**src/rtl/bal_pkg.sv**
```systemverilog
/*
  Shared constants and types of the byte arithmetic and logic unit:
  register offsets, flag bit positions, reset values and command codes.
  Assumes a 32-bit Avalon-MM register bus with byte addresses.
*/
package bal_pkg;

  localparam int BYTE_W = 8;
  localparam int BUS_W = 32;
  localparam int ADDR_W = 5;

  ////////////////////////////////////////////////////////////////////////////
  // Register byte offsets
  localparam logic [ADDR_W-1:0] OFS_DEST = 5'h00;
  localparam logic [ADDR_W-1:0] OFS_DEST_HI = 5'h04;
  localparam logic [ADDR_W-1:0] OFS_SRC = 5'h08;
  localparam logic [ADDR_W-1:0] OFS_FLAGS = 5'h0c;
  localparam logic [ADDR_W-1:0] OFS_CMD = 5'h10;
  localparam logic [ADDR_W-1:0] OFS_STATUS = 5'h14;

  ////////////////////////////////////////////////////////////////////////////
  // Flag bit positions in the flag register
  localparam int FLG_C = 0;
  localparam int FLG_Z = 1;
  localparam int FLG_N = 2;
  localparam int FLG_V = 3;
  localparam int FLG_S = 4;
  localparam int FLG_H = 5;

  // Status register bit positions
  localparam int STS_BUSY = 0;
  localparam int STS_CMD_LSB = 8;

  ////////////////////////////////////////////////////////////////////////////
  // Reset values and fixed byte constants
  localparam logic [BYTE_W-1:0] DEST_RST = 8'h00;
  localparam logic [BYTE_W-1:0] SRC_RST = 8'h00;
  localparam logic [BYTE_W-1:0] FLAGS_RST = 8'h00;
  localparam logic [BYTE_W-1:0] BYTE_ZERO = 8'h00;
  localparam logic [BYTE_W-1:0] BYTE_ONES = 8'hff;
  localparam logic [BUS_W-1:0] BUS_ZERO = 32'h0000_0000;

  ////////////////////////////////////////////////////////////////////////////
  // Command codes written to the command register
  typedef enum logic [4:0] {
    op_add = 5'h00,
    op_add_carry = 5'h01,
    op_word_plus_imm = 5'h02,
    op_sub_regs = 5'h03,
    op_diff_reg_imm = 5'h04,
    op_diff_borrow_regs = 5'h05,
    op_diff_borrow_imm = 5'h06,
    op_word_minus_imm = 5'h07,
    op_conj_regs = 5'h08,
    op_bitwise_conj_imm = 5'h09,
    op_disj_regs = 5'h0a,
    op_bitwise_disj_imm = 5'h0b,
    op_bitwise_xor_regs = 5'h0c,
    op_ones_invert = 5'h0d,
    op_twos_invert = 5'h0e,
    op_mask_set_bits = 5'h0f,
    op_mask_clear_bits = 5'h10
  } bal_op_t;

  localparam bal_op_t OP_RST = op_add;

  typedef enum logic [1:0] {
    st_idle,
    st_exec,
    st_word_high
  } bal_state_t;

endpackage

```
**src/rtl/bal_byte_arith.sv**
```systemverilog
/*
  Eight-bit adder and subtractor with carry, half-carry and overflow.
  Purely combinational; the caller registers the results.
*/
`timescale 1ns/10ps
module bal_byte_arith
(
  input wire logic [bal_pkg::BYTE_W-1:0] a,
  input wire logic [bal_pkg::BYTE_W-1:0] b,
  input wire logic is_sub,
  input wire logic carry_in,
  output logic [bal_pkg::BYTE_W-1:0] res,
  output logic carry,
  output logic half,
  output logic ovf
);
  import bal_pkg::*;

  // Half-carry is taken out of the low nibble
  localparam int NIB_W = BYTE_W / 2;

  logic [BYTE_W-1:0] b_eff;
  logic cin_eff;
  logic [BYTE_W:0] sum;
  logic [NIB_W:0] low_sum;

  // Subtraction as a plus inverted b plus inverted borrow
  assign b_eff = is_sub ? ~b : b;
  assign cin_eff = is_sub ? ~carry_in : carry_in;
  assign sum = {1'b0, a} + {1'b0, b_eff} + {{BYTE_W{1'b0}}, cin_eff};
  assign low_sum = {1'b0, a[NIB_W-1:0]} + {1'b0, b_eff[NIB_W-1:0]} + {{NIB_W{1'b0}}, cin_eff};
  assign res = sum[BYTE_W-1:0];
  // Borrow is the inverse of the carry out
  assign carry = sum[BYTE_W] ^ is_sub;
  assign half = low_sum[NIB_W] ^ is_sub;
  assign ovf = (a[BYTE_W-1] == b_eff[BYTE_W-1]) && (res[BYTE_W-1] != a[BYTE_W-1]);

endmodule

```
**src/rtl/bal_alu.sv**
```systemverilog
/*
  Byte arithmetic and logic unit with an Avalon-MM register slave.
  Software loads the destination (and its high byte for word commands) and
  the source or immediate, then writes a command; the result is written back
  into the destination registers and the flags register is updated.
  Assumes a single clock and a master that holds its request while
  waitrequest is high.
*/
// Summary of operation
// - Add source to destination, optionally plus carry; update Z C N V H; one clock.
// - Add immediate to sixteen-bit pair; update Z C N V S; two clocks.
// - Subtract register or immediate from destination; update Z C N V H; one clock.
// - Subtract source and carry from destination; update Z C N V H; one clock.
// - Subtract immediate and carry from destination; update Z C N V H; one clock.
// - Subtract immediate from sixteen-bit pair, both bytes back; Z C N V S; two clocks.
// - AND destination with register or immediate; update only Z N V; one clock.
// - OR with register or immediate, or XOR registers; update Z N V; one clock.
// - Set destination bits selected by mask via OR; update Z N V; one clock.
// - Clear destination bits by AND with mask inverted; update Z N V; one clock.
`timescale 1ns/10ps
module bal_alu
#(
  parameter int DATA_W = 32,
  parameter int ADDR_BITS = 5
) (
  input wire logic sys_clk,
  input wire logic rst_n,
  input wire logic [ADDR_BITS-1:0] avs_address,
  input wire logic avs_read,
  input wire logic avs_write,
  input wire logic [DATA_W-1:0] avs_writedata,
  input wire logic [DATA_W/8-1:0] avs_byteenable,
  output logic [DATA_W-1:0] avs_readdata,
  output logic avs_waitrequest,
  output logic busy
);
  import bal_pkg::*;

  if (DATA_W != BUS_W) begin : g_bad_data_w
    $error("bal_alu: DATA_W must be 32");
  end
  if (ADDR_BITS != ADDR_W) begin : g_bad_addr_w
    $error("bal_alu: ADDR_BITS must be 5");
  end

  ////////////////////////////////////////////////////////////////////////////
  // Command decoding helpers
  function automatic logic is_word_op(input bal_op_t op);
    is_word_op = (op == op_word_plus_imm) || (op == op_word_minus_imm);
  endfunction

  function automatic logic is_logic_op(input bal_op_t op);
    case (op)
      op_conj_regs, op_bitwise_conj_imm, op_disj_regs, op_bitwise_disj_imm,
      op_bitwise_xor_regs, op_mask_set_bits, op_mask_clear_bits: begin
        is_logic_op = 1'b1;
      end
      default: begin
        is_logic_op = 1'b0;
      end
    endcase
  endfunction

  ////////////////////////////////////////////////////////////////////////////
  // State
  bal_state_t state;
  bal_op_t cmd;
  logic [BYTE_W-1:0] dest;
  logic [BYTE_W-1:0] dest_hi;
  logic [BYTE_W-1:0] src;
  logic [BYTE_W-1:0] flags;
  logic [BYTE_W-1:0] low_res;
  logic low_carry;
  logic low_zero;
  logic ack;

  logic bus_req;
  logic bus_done;
  logic wr_lane0;
  logic cmd_start;

  logic [BYTE_W-1:0] ar_a;
  logic [BYTE_W-1:0] ar_b;
  logic ar_sub;
  logic ar_cin;
  logic [BYTE_W-1:0] ar_res;
  logic ar_carry;
  logic ar_half;
  logic ar_ovf;

  logic [BYTE_W-1:0] next_res;
  logic [BYTE_W-1:0] next_flags;
  logic res_zero;

  ////////////////////////////////////////////////////////////////////////////
  // Avalon-MM slave handshake
  // One wait cycle per access; further stall while a command executes
  assign bus_req = avs_read || avs_write;
  assign avs_waitrequest = bus_req && !ack;
  assign bus_done = bus_req && ack;
  assign wr_lane0 = bus_done && avs_write && avs_byteenable[0];
  assign cmd_start = wr_lane0 && (avs_address == OFS_CMD);
  assign busy = (state != st_idle);

  always_ff @(posedge sys_clk or negedge rst_n) begin
    if (!rst_n) begin
      ack <= 1'b0;
    end else begin
      ack <= bus_req && !ack && (state == st_idle);
    end
  end

  always_ff @(posedge sys_clk or negedge rst_n) begin
    if (!rst_n) begin
      avs_readdata <= BUS_ZERO;
    end else if (bus_req && !ack && (state == st_idle)) begin
      avs_readdata <= BUS_ZERO;
      case (avs_address)
        OFS_DEST: begin
          avs_readdata[BYTE_W-1:0] <= dest;
        end
        OFS_DEST_HI: begin
          avs_readdata[BYTE_W-1:0] <= dest_hi;
        end
        OFS_SRC: begin
          avs_readdata[BYTE_W-1:0] <= src;
        end
        OFS_FLAGS: begin
          avs_readdata[BYTE_W-1:0] <= flags;
        end
        OFS_CMD: begin
          avs_readdata[$bits(bal_op_t)-1:0] <= cmd;
        end
        OFS_STATUS: begin
          avs_readdata[STS_BUSY] <= busy;
          avs_readdata[STS_CMD_LSB +: $bits(bal_op_t)] <= cmd;
        end
        default: begin
          avs_readdata <= BUS_ZERO;
        end
      endcase
    end
  end

  ////////////////////////////////////////////////////////////////////////////
  // Sequencer: one clock for byte commands, two for word commands
  always_ff @(posedge sys_clk or negedge rst_n) begin
    if (!rst_n) begin
      state <= st_idle;
    end else begin
      case (state)
        st_idle: begin
          if (cmd_start) begin
            state <= st_exec;
          end
        end
        st_exec: begin
          if (is_word_op(cmd)) begin
            state <= st_word_high;
          end else begin
            state <= st_idle;
          end
        end
        st_word_high: begin
          state <= st_idle;
        end
        default: begin
          state <= st_idle;
        end
      endcase
    end
  end

  always_ff @(posedge sys_clk or negedge rst_n) begin
    if (!rst_n) begin
      cmd <= OP_RST;
    end else if (cmd_start) begin
      cmd <= bal_op_t'(avs_writedata[$bits(bal_op_t)-1:0]);
    end
  end

  ////////////////////////////////////////////////////////////////////////////
  // Arithmetic operand selection
  always_comb begin
    ar_a = dest;
    ar_b = src;
    ar_sub = 1'b0;
    ar_cin = 1'b0;
    case (cmd)
      op_add_carry: begin
        ar_cin = flags[FLG_C];
      end
      op_sub_regs, op_diff_reg_imm: begin
        ar_sub = 1'b1;
      end
      op_diff_borrow_regs, op_diff_borrow_imm: begin
        ar_sub = 1'b1;
        ar_cin = flags[FLG_C];
      end
      op_twos_invert: begin
        ar_a = BYTE_ZERO;
        ar_b = dest;
        ar_sub = 1'b1;
      end
      op_word_plus_imm, op_word_minus_imm: begin
        ar_sub = (cmd == op_word_minus_imm);
        if (state == st_word_high) begin
          ar_a = dest_hi;
          ar_b = BYTE_ZERO;
          ar_cin = low_carry;
        end
      end
      default: begin
        ar_sub = 1'b0;
      end
    endcase
  end

  bal_byte_arith u_arith (
    .a(ar_a),
    .b(ar_b),
    .is_sub(ar_sub),
    .carry_in(ar_cin),
    .res(ar_res),
    .carry(ar_carry),
    .half(ar_half),
    .ovf(ar_ovf)
  );

  ////////////////////////////////////////////////////////////////////////////
  // Result and flag computation
  always_comb begin
    next_res = ar_res;
    case (cmd)
      op_conj_regs, op_bitwise_conj_imm: begin
        next_res = dest & src;
      end
      op_disj_regs, op_bitwise_disj_imm: begin
        next_res = dest | src;
      end
      op_bitwise_xor_regs: begin
        next_res = dest ^ src;
      end
      op_mask_set_bits: begin
        next_res = dest | src;
      end
      op_mask_clear_bits: begin
        next_res = dest & (BYTE_ONES - src);
      end
      op_ones_invert: begin
        next_res = BYTE_ONES - dest;
      end
      default: begin
        next_res = ar_res;
      end
    endcase
  end

  assign res_zero = (next_res == BYTE_ZERO);

  always_comb begin
    next_flags = flags;
    next_flags[FLG_Z] = res_zero;
    next_flags[FLG_N] = next_res[BYTE_W-1];
    if (is_logic_op(cmd)) begin
      next_flags[FLG_V] = 1'b0;
    end else if (cmd == op_ones_invert) begin
      next_flags[FLG_V] = 1'b0;
      next_flags[FLG_C] = 1'b1;
    end else if (is_word_op(cmd)) begin
      // High byte step carries the sixteen-bit flags
      next_flags[FLG_Z] = res_zero && low_zero;
      next_flags[FLG_V] = ar_ovf;
      next_flags[FLG_C] = ar_carry;
      next_flags[FLG_S] = next_res[BYTE_W-1] ^ ar_ovf;
    end else begin
      next_flags[FLG_V] = ar_ovf;
      next_flags[FLG_C] = ar_carry;
      next_flags[FLG_H] = ar_half;
    end
  end

  ////////////////////////////////////////////////////////////////////////////
  // Low byte of a word command kept for the second clock
  always_ff @(posedge sys_clk or negedge rst_n) begin
    if (!rst_n) begin
      low_res <= BYTE_ZERO;
      low_carry <= 1'b0;
      low_zero <= 1'b0;
    end else if (state == st_exec) begin
      low_res <= ar_res;
      low_carry <= ar_carry;
      low_zero <= (ar_res == BYTE_ZERO);
    end
  end

  ////////////////////////////////////////////////////////////////////////////
  // Destination write-back and software writes
  always_ff @(posedge sys_clk or negedge rst_n) begin
    if (!rst_n) begin
      dest <= DEST_RST;
    end else if ((state == st_exec) && !is_word_op(cmd)) begin
      dest <= next_res;
    end else if (state == st_word_high) begin
      dest <= low_res;
    end else if (wr_lane0 && (avs_address == OFS_DEST)) begin
      dest <= avs_writedata[BYTE_W-1:0];
    end
  end

  always_ff @(posedge sys_clk or negedge rst_n) begin
    if (!rst_n) begin
      dest_hi <= DEST_RST;
    end else if (state == st_word_high) begin
      dest_hi <= next_res;
    end else if (wr_lane0 && (avs_address == OFS_DEST_HI)) begin
      dest_hi <= avs_writedata[BYTE_W-1:0];
    end
  end

  always_ff @(posedge sys_clk or negedge rst_n) begin
    if (!rst_n) begin
      src <= SRC_RST;
    end else if (wr_lane0 && (avs_address == OFS_SRC)) begin
      src <= avs_writedata[BYTE_W-1:0];
    end
  end

  always_ff @(posedge sys_clk or negedge rst_n) begin
    if (!rst_n) begin
      flags <= FLAGS_RST;
    end else if (((state == st_exec) && !is_word_op(cmd)) || (state == st_word_high)) begin
      flags <= next_flags;
    end else if (wr_lane0 && (avs_address == OFS_FLAGS)) begin
      flags <= avs_writedata[BYTE_W-1:0];
    end
  end

endmodule

```
**config.mk**
```make
export PLATFORM = sky130hd
export DESIGN_NAME = bal_alu
export DESIGN_NICKNAME = d
export VERILOG_FILES = /design/src/rtl/bal_pkg.sv /design/src/rtl/bal_byte_arith.sv /design/src/rtl/bal_alu.sv
export SDC_FILE = /design/constraint.sdc
export NUM_CORES = 1
export LEC_CHECK = 0
export BUFFER_PORTS_ARGS = -buffer_cell sky130_fd_sc_hd__buf_2
export CAP_MARGIN = 0
export CORE_UTILIZATION = 55
export DETAILED_ROUTE_END_ITERATION = 16
export PLACE_DENSITY = 0.82
export SLEW_MARGIN = 20
export SYNTH_ARGS = -nofsm -noshare
export SYNTH_HDL_FRONTEND = slang
export SYNTH_SLANG_ARGS = --single-unit
```
**constraint.sdc**
```tcl
create_clock -name sys_clk -period 4.5 [get_ports sys_clk]
set_input_delay 0.225 -clock sys_clk [delete_from_list [all_inputs] [get_ports sys_clk]]
set_output_delay 0.225 -clock sys_clk [all_outputs]
set_load 0.03 [all_outputs]
```
Word-level counts from Yosys, hierarchy flattened
Index checks and enable logic that the tools add are counted.

Mux-type cells: 35. Reduce and logical (&&, ||, !) cells: 36. Add/subtract/negate cells: 6. Bitwise operators: 10. Eq/ne operators: 30.

Operators with widths (number): 8-bit two-way mux (8); 5-bit by 4-bit == test with 1-bit output (second input constant) (10); 8-bit one-hot mux with 5 select lines (1); 8-bit one-hot mux with 2 select lines (2); 5-bit by 3-bit == test with 1-bit output (second input constant) (5); 4-bit one-hot mux with 5 select lines (1); 8-bit bitwise AND (2); 8-bit zero test (2); 8-bit subtractor (first input constant) (2); 5-bit == test (second input constant) (3); 1-bit logical AND (13); 6-bit two-way mux (2); 3-bit one-hot mux with 4 select lines (1); 5-bit by 2-bit == test with 1-bit output (second input constant) (2); 1-bit two-way mux (10); 2-bit two-way mux (5); 2-bit != test (second input constant) (5); 8-bit by 8-bit adder with 9-bit output (1); 9-bit by 1-bit adder with 9-bit output (1); 8-bit NOT (1); 8-bit bitwise OR (1); 4-bit AND reduction (2); 8-bit bitwise XOR (1); 7-bit OR reduction (1); 23 further kinds (35).

Input port bits: 45. Output and inout port bits: 34. Register bits: 63. Word-level logic and storage cells: 132.

Longest topological paths before layout
Gate-level depths: netlist of the first run.

Depth after elaboration: 14. Gate-level depth with buffers: 18. Gate-level depth less buffers: 16.

Hierarchy
From an unflattened synthesis of the first run, not the netlist that was laid out.

Cell total of the unflattened synthesis: 499. Area, all modules: 4490.6 um^2.

By module, submodules not included: bal_alu (area each 4053.9 um^2, cells an instance 449, instances 1, sequential area each 1576.5 um^2); bal_byte_arith (area each 436.7 um^2, cells an instance 50, instances 1, sequential area each 0.0 um^2).

Worst setup path after synthesis of the first run
Ideal clock, no wire load.

Path kind: reg-to-reg. Start: register cmd[4]. End: register dest[6]. Setup slack: 0.597 ns. Data required time: 4.370 ns. Library setup time: 0.130 ns. Arrival time: 3.773 ns. Path buffers: 2. Cell stages (with the launch flop): 18. Clock period less this slack: 3.903 ns. Path through: dfrtp_1 > clkbuf_1 > nand2b_1 > or3_1 > nor2_1 > clkbuf_1 > a32oi_1 > xnor2_1 > fa_1 > inv_1 > fa_1 > nor2b_1 > o31a_1 > or4_1 > o311ai_0 > o21ai_0 > o211ai_1 > o21ai_0.

Longest elaborated chain between the ends: 9. Elaborated cells on any way between the ends: 37. Classes of those cells: 2 x add/sub; 16 x eq/ne; 8 x mux; 2 x bitwise; 9 x reduce/logical.

RTL lines: start, declared (RTL line bal_alu.sv:67) `bal_op_t cmd;`; start signal, assigned (RTL line bal_alu.sv:178) `cmd <= bal_op_t'(avs_writedata[$bits(bal_op_t)-1:0]);`; 5-bit by 2-bit == test with 1-bit output / 5-bit by 3-bit == test with 1-bit output (equally long branches) (RTL line bal_alu.sv:49, bal_alu.sv:189, bal_alu.sv:206); 2-bit OR reduction (RTL line bal_alu.sv:189) `case (cmd)`; 8-bit one-hot mux with 2 select lines (RTL line bal_alu.sv:189); 8-bit NOT (RTL line bal_byte_arith.sv:28) `assign b_eff = is_sub ? ~b : b;`; 8-bit two-way mux (RTL line bal_byte_arith.sv:28); 8-bit by 8-bit adder with 9-bit output (RTL line bal_byte_arith.sv:30) `assign sum = {1'b0, a} + {1'b0, b_eff} + {{BYTE_W{1'b0}}, cin_eff};`; 9-bit by 1-bit adder with 9-bit output (RTL line bal_byte_arith.sv:30); 8-bit one-hot mux with 5 select lines (RTL line bal_alu.sv:234) `case (cmd)`; 8-bit two-way mux (RTL line bal_alu.sv:302) `end else if ((state == st_exec) && !is_word_op(cmd)) begin`; end signal, assigned (RTL line bal_alu.sv:303) `dest <= next_res;`; end signal, assigned (RTL line bal_alu.sv:305) `dest <= low_res;`; end signal, assigned (RTL line bal_alu.sv:307) `dest <= avs_writedata[BYTE_W-1:0];`; end, declared (RTL line bal_alu.sv:68) `logic [BYTE_W-1:0] dest;`.

Several ways; a longest one is shown, not always the timed one. A chain may end at the register's enable or synchronous reset.

Worst setup path in the final report of the first run
Start: register cmd[4]. End: register flags[1].

Longest elaborated chain between the ends: 14. Elaborated cells on any way between the ends: 45. Classes of those cells: 2 x add/sub; 16 x eq/ne; 12 x mux; 2 x bitwise; 13 x reduce/logical.

RTL lines: 5-bit by 2-bit == test with 1-bit output / 5-bit by 3-bit == test with 1-bit output (equally long branches) (RTL line bal_alu.sv:49, bal_alu.sv:189, bal_alu.sv:206); 2-bit OR reduction (RTL line bal_alu.sv:189); 8-bit one-hot mux with 2 select lines (RTL line bal_alu.sv:189); 8-bit NOT (RTL line bal_byte_arith.sv:28); 8-bit two-way mux (RTL line bal_byte_arith.sv:28); 8-bit by 8-bit adder with 9-bit output (RTL line bal_byte_arith.sv:30); 9-bit by 1-bit adder with 9-bit output (RTL line bal_byte_arith.sv:30); 8-bit one-hot mux with 5 select lines (RTL line bal_alu.sv:234); 8-bit zero test (RTL line bal_alu.sv:259) `assign res_zero = (next_res == BYTE_ZERO);`; 1-bit logical AND (RTL line bal_alu.sv:272) `next_flags[FLG_Z] = res_zero && low_zero;`; 1-bit two-way mux (RTL line bal_alu.sv:270) `end else if (is_word_op(cmd)) begin`; 1-bit two-way mux (RTL line bal_alu.sv:267) `end else if (cmd == op_ones_invert) begin`; 2-bit two-way mux (RTL line bal_alu.sv:265) `if (is_logic_op(cmd)) begin`; 6-bit two-way mux (RTL line bal_alu.sv:332) `end else if (((state == st_exec) && !is_word_op(cmd)) || (state == st_word_high)) begin`; end signal, assigned (RTL line bal_alu.sv:333) `flags <= next_flags;`; end signal, assigned (RTL line bal_alu.sv:335) `flags <= avs_writedata[BYTE_W-1:0];`; end, declared (RTL line bal_alu.sv:71) `logic [BYTE_W-1:0] flags;`.

Several ways; a longest one is shown, not always the timed one. The select of a mux whose other input is x is not followed.

==> qor.yml, run 1 <==
fin_area_um2: 4846
ff2ff_path_depth: 15
maxSlewHeadroom: 0.3898
fin_ws_ns: 0.2268
synth_edf_count: 0
initial_core_util: 0.5740
cp_max_fo: 11
clk_pin_slew_ns: 0.08
crit_family: "simple AND/OR/NAND/NOR gates"
crit_buf_inv: 1
final.min_clock_period_ns: 4.273
hold_viol: 0
vias: 4072
fin_setup_tns_ns: 0
ant_nets: 0
cts_tree: "built"
crit_chain: "nand2b_1 > or3_1 > nor2_2 > buf_4 > nor3_1 > a21oi_1 > xnor2_1 > ha_1 > and2_1 > o21ai_0 > nand3_1 > a21oi_1 > xor2_1 > a21oi_1 > o32ai_2"
hold_buffers: 0
cp.required_ns: 4.76
dieArea_um2: 8514
maxCapViolCount: 0
wire_per_inst_um: 20.82
cts_root_buffer: "clkbuf_8"
ir_drop_uv: 228.7
placed_area_um2: 4647
grt.overflow.total: 0
ys_warn_count: 0
avgViaCountPerCell: 6.474
critPathArrivalTime_ns: 4.53
synthTopCellsByArea: "dfrtp_1 35%, mux2i_1 4.7%, nand2_1 4.7%"
place.port_buffers: 32
syn_to_final_growth_pct: 8.124
wl_um: 13100
cpPeakStageDelay_ns: 0.52
grt_pass1_wl_um: 20810
crit_start: "cmd[4]"
synth.largest_area_cell: "dfrtp_1"
slowest_stage: "xor2_1"
first_pass_iters: 6
synthFlopType: "dfrtp_1"
coreArea_um2: 7807
crit_path_end: "flags[1]"
routabilityCongestion: 0.9455
utilization: 0.6207
synth_area_per_cell_um2: 9.000
grt_pass1_vias: 3904
final_layout_size_suffix_gt1_frac: 0.1765
synth_common_cells: "63 x dfrtp_1, 56 x nand2_1, 33 x nor2_1"
diodes: 0
power.total_mw: 2.087
route.detailed.drc: 0
clock-skew-final_ns: 0.01143
syn_area_um2: 4482
grt_max_degree: 64
dp_slack_ns: 0.3196
path_class: "flip-flop to flip-flop"
ios: 79
setup_violations: 0
fill_cells: 675
drv_slew: 0
placed_cells: 610
p_leak_nw: 2.277
cp.depth: 15
finalHoldWorstSlack_ns: 0.04530
crit_path_frequent_cell: "a21oi_1"
min_period_over_period: 0.9496
start_kind: "flip-flop"
synth_seq_cells: 63
rsz0062_at_grt: "no"
end_kind: "flip-flop"
die_x_um: 92.27
cts_made_buffers: 9
status: "finished clean"
antenna_found_initial: 0
fin_nets: 584
reg2reg_to: "flags[1]"
num_rows: 32
die_h_um: 92.27
powerDensity_nw_per_um2: 430.7
hpwl_um: 9237
tightest_slew_ns: 0.9038
reg2reg_from: "cmd[4]"
cts.htree.levels: 3
cts.path.max_buffers: 2
clkLatencyLatePin_ns: 0.36
max_freq_mhz: 234.0
cts.sinks: 63
instances_no_fill: 629
async_reset_ff_frac: 1.000
yosysSeqAreaShare: 0.3518
ff2ff_setup_slack_ns: 0.23
synth_cell_type_count: 64
syn_inst: 498
yosysMostFrequentCell: "dfrtp_1"
grt_use_total: 0.3226
drt-initial-drc-count: 528
netlist.area_leader.share: 0.3518
hold_path_class: "input pin to async pin"
layer usage:
metal	share of wire	up-vias	track usage	routed length [µm]
li1	-	1796	-	-
met5	0	-	0	0
met1	0.40	1951	0.4323	5253
met4	0.048	0	0.1458	623
met3	0.094	57	0.07214	1236
met2	0.46	268	0.4988	5983
state kept, by name, indices dropped and copies added, names as in the netlist:
name / cells
avs_readdata: 13
dest: 8
dest_hi: 8
flags: 8
low_res: 8
src: 8
cmd: 5
state: 2
ack: 1
low_carry: 1
low_zero: 1
worst min path at each step:
stage                           end  slack (ns)  depth (start not counted)
detailed placement  avs_readdata[6]        0.46                          2
finish              avs_readdata[7]        0.05                          2
CTS                 avs_readdata[6]        0.08                          2
global route        avs_readdata[7]        0.12                          2
floorplan                       ack       -0.07                          0
global placement    avs_readdata[6]        0.44                          2
timing repair:
item / 4_1_cts / 5_1_grt
setup buffers: 0 / 3
gates resized for setup: 0 / 3
endpoints found under the setup margin: 0 / 2
layout by cell type, fill, tap and decap left out, types with 7 or more instances in the layout:
cell type and count:
dfrtp_1 62, nand2_1 56, nor2_1 32, buf_2 32
o21ai_0 29, a21oi_1 26, inv_1 23, mux2i_1 21
nor3_1 19, conb_1 19, mux2_2 15, ha_1 15
buf_4 14, xnor2_1 12, nand3_1 10, nand2b_1 9
clkbuf_8 9, xor2_1 8, mux4_2 8, a22o_1 7
a221oi_1 7
power breakdown:
part           switching (mW)  total (mW)  internal [mW]  leakage [nW]
clock                   0.254       0.453          0.199        0.0776
combinational           0.567       0.907          0.340          1.44
sequential             0.0787       0.728          0.649         0.759
area by class of cell:
class	instances	area, µm²	share of cell area
clock buffer	9	123.9	0.02556
clock inverter	7	48.80	0.01007
inverter	24	90.09	0.01859
multi-input combinational	378	2613	0.5391
sequential	63	1578	0.3256
tap	102	127.6	0.02634
timing repair buffer	46	265.3	0.05474
worst register-to-register path, delay by kind of cell (launching register included):
kind            cells  cell delay, ns
xor+xnor            2            0.67
buf+inv             1            0.21
simple gates        6            1.28
fa+ha+maj           1            0.31
compound gates      5            1.20
flops               1            0.50
cell families after synthesis:
| kind of cell | synth area share |
|---|---|
| other | 0.0008367 |
| adder cells (fa/ha/maj) | 0.05081 |
| multiplexers | 0.1248 |
| XOR/XNOR | 0.03908 |
| AO/OA/AOI/OAI | 0.1865 |
| flip-flops | 0.3518 |
| AND/OR/NAND/NOR | 0.1642 |
| buffers and inverters | 0.08208 |
(Power assumes the default switching activity.)
==> run 2: changes to the inputs <==
--- a/config.mk
+++ b/config.mk
@@ -7,9 +7,12 @@
 export LEC_CHECK = 0
 export BUFFER_PORTS_ARGS = -buffer_cell sky130_fd_sc_hd__buf_2
 export CAP_MARGIN = 0
-export CORE_UTILIZATION = 55
+export CELL_PAD_IN_SITES_DETAIL_PLACEMENT = 1
+export CELL_PAD_IN_SITES_GLOBAL_PLACEMENT = 2
+export CORE_UTILIZATION = 37
 export DETAILED_ROUTE_END_ITERATION = 16
-export PLACE_DENSITY = 0.82
+export PLACE_DENSITY = 0.89
+export SKIP_LAST_GASP = 1
 export SLEW_MARGIN = 20
 export SYNTH_ARGS = -nofsm -noshare
 export SYNTH_HDL_FRONTEND = slang
==> constraint.sdc (replaced) <==
create_clock -name sys_clk -period 5.45 [get_ports sys_clk]
set_input_delay 0.2725 -clock sys_clk [delete_from_list [all_inputs] [get_ports sys_clk]]
set_output_delay 0.2725 -clock sys_clk [all_outputs]
set_load 0.03 [all_outputs]
==> qor.yml, run 2 (synthesis results as in run 1) <==
status: "finished, violations left"
clock-skew-final_ns: 0.006989
fin_area_um2: 5020
critPathArrivalTime_ns: 4.69
hpwl_um: 10600
dp_slack_ns: 1.120
coreArea_um2: 11610
dieArea_um2: 12560
route.detailed.drc: 6
initial_core_util: 0.3859
ant_nets: 0
hold_buffers: 0
fin_ws_ns: 0.9969
cts_made_buffers: 9
drt-initial-drc-count: 375
violations: "design-rule violations"
cp.required_ns: 5.68
placed_area_um2: 4683
maxSlewHeadroom: 0.4345
grt.overflow.total: 0
cts_tree: "built"
hold_viol: 0
end_kind: "flip-flop"
final_layout_size_suffix_gt1_frac: 0.1667
wl_um: 14460
avgViaCountPerCell: 5.902
wire_per_inst_um: 21.74
ir_drop_uv: 165.4
die_x_um: 112.1
setup_violations: 0
tightest_slew_ns: 0.8483
start_kind: "flip-flop"
final.min_clock_period_ns: 4.453
utilization: 0.4322
powerDensity_nw_per_um2: 402.7
ios: 79
path_class: "flip-flop to flip-flop"
syn_to_final_growth_pct: 12.00
routabilityCongestion: 0.8777
die_h_um: 112.1
largest_register_ffs: 13
clkLatencyLatePin_ns: 0.35
grt_max_degree: 64
rsz0062_at_grt: "no"
grt_pass1_vias: 3946
largest-register: "avs_readdata"
antenna_found_initial: 0
drv_slew: 0
cp_max_fo: 14
cts_setup_buffers: 0
num_rows: 39
grt_use_total: 0.2422
maxCapViolCount: 0
fin_nets: 579
vias: 3925
cts_root_buffer: "clkbuf_16"
final_common_cell: "dfrtp_1"
max_freq_mhz: 224.6
cts.sinks: 63
grt_pass1_wl_um: 22690
place.port_buffers: 32
hold_path_class: "input pin to async pin"
clk_pin_slew_ns: 0.06
ctsResizeCount: 0
cts.htree.levels: 3
cts.path.max_buffers: 2
diodes: 0
p_leak_nw: 2.338
first_pass_iters: 11
min_period_over_period: 0.8171
fin_setup_tns_ns: 0
final_cell_mix: "63 x dfrtp_1, 56 x nand2_1, 33 x nor2_1, 32 x buf_2, 30 x o21ai_0"
fill_cells: 1356
-- run 2: changes by cell type in the layout (fill, tap and decap cells not counted), sizes merged --
| cell | before | now |
|---|---|---|
| buf | 46 | 41 |
| bufinv | 0 | 2 |
| clkbuf | 9 | 11 |
| clkinvlp | 4 | 2 |
| clkinv | 3 | 2 |
| inv | 24 | 23 |
-- run 2: report_power, final --
part	total, mW	switching (mW)	internal, mW	leakage, nW
Sequential	0.606	0.0692	0.537	0.761
Combinational	0.769	0.483	0.286	1.42
Clock	0.647	0.223	0.424	0.158
Total	2.02	0.775	1.25	2.34
-- run 2: area by class of cell --
type	instances	area, µm²	share of cell area
inverters	24	90.09	0.01795
repair buffers	41	227.7	0.04536
well taps	143	178.9	0.03564
clock inverters	5	80.08	0.01595
multi-input cells	378	2614	0.5207
clock buffers	11	252.7	0.05035
flip-flops and latches	63	1577	0.3141
-- run 2: final timing paths --
| kind | from | to | slack (ns) | depth (start not counted) |
|---|---|---|---|---|
| setup / recovery | cmd[3] | dest[7] | 1.0 | 14 |
| min in group sys_clk | avs_writedata[6] | src[6] | 0.20 | 3 |
| max in group asynchronous | rst_n | dest[1] | 4.78 | 2 |
| hold / removal | rst_n | avs_readdata[6] | 0.13 | 2 |
| setup reg to reg | cmd[3] | dest[7] | 1.0 | 14 |
| hold reg to reg | avs_readdata[5] | avs_readdata[5] | 0.47 | 2 |
-- run 2: worst max-delay path, cell delays in order (launching register included) --
cell and delay, ns:
dfrtp_1 0.61, nand3b_1 0.32, nor3b_2 0.65, buf_4 0.33
nor3_1 0.08, a21oi_1 0.22, xnor2_1 0.11, ha_1 0.23
and2_1 0.18, o21ai_0 0.14, nand3_1 0.09, a21oi_1 0.48
xor2_1 0.52, o211ai_1 0.15, a22o_1 0.22
-- run 2: per-stage QoR --
| stage | cells | hold slack (ns) | power, mW |
|---|---|---|---|
| after floorplan | 516 | -0.02309 | 1.136 |
| after global placement | 649 | 0.4547 | 1.342 |
| final | 665 | 0.1259 | 2.022 |
| after CTS | 665 | 0.1583 | 2.021 |
| after global routing | 665 | 0.2126 | 2.127 |
| after detailed placement | 649 | 0.4595 | 1.369 |
-- run 2: per-layer routing --
metal / share of wire / wire length, µm / GRT usage / vias to the layer above
met3: 0.052 / 753 / 0.02646 / 30
li1: - / - / - / 1786
met1: 0.44 / 6409 / 0.3188 / 1964
met2: 0.47 / 6771 / 0.3934 / 145
met4: 0.036 / 523 / 0.1307 / 0
met5: 0 / 0 / 0 / -
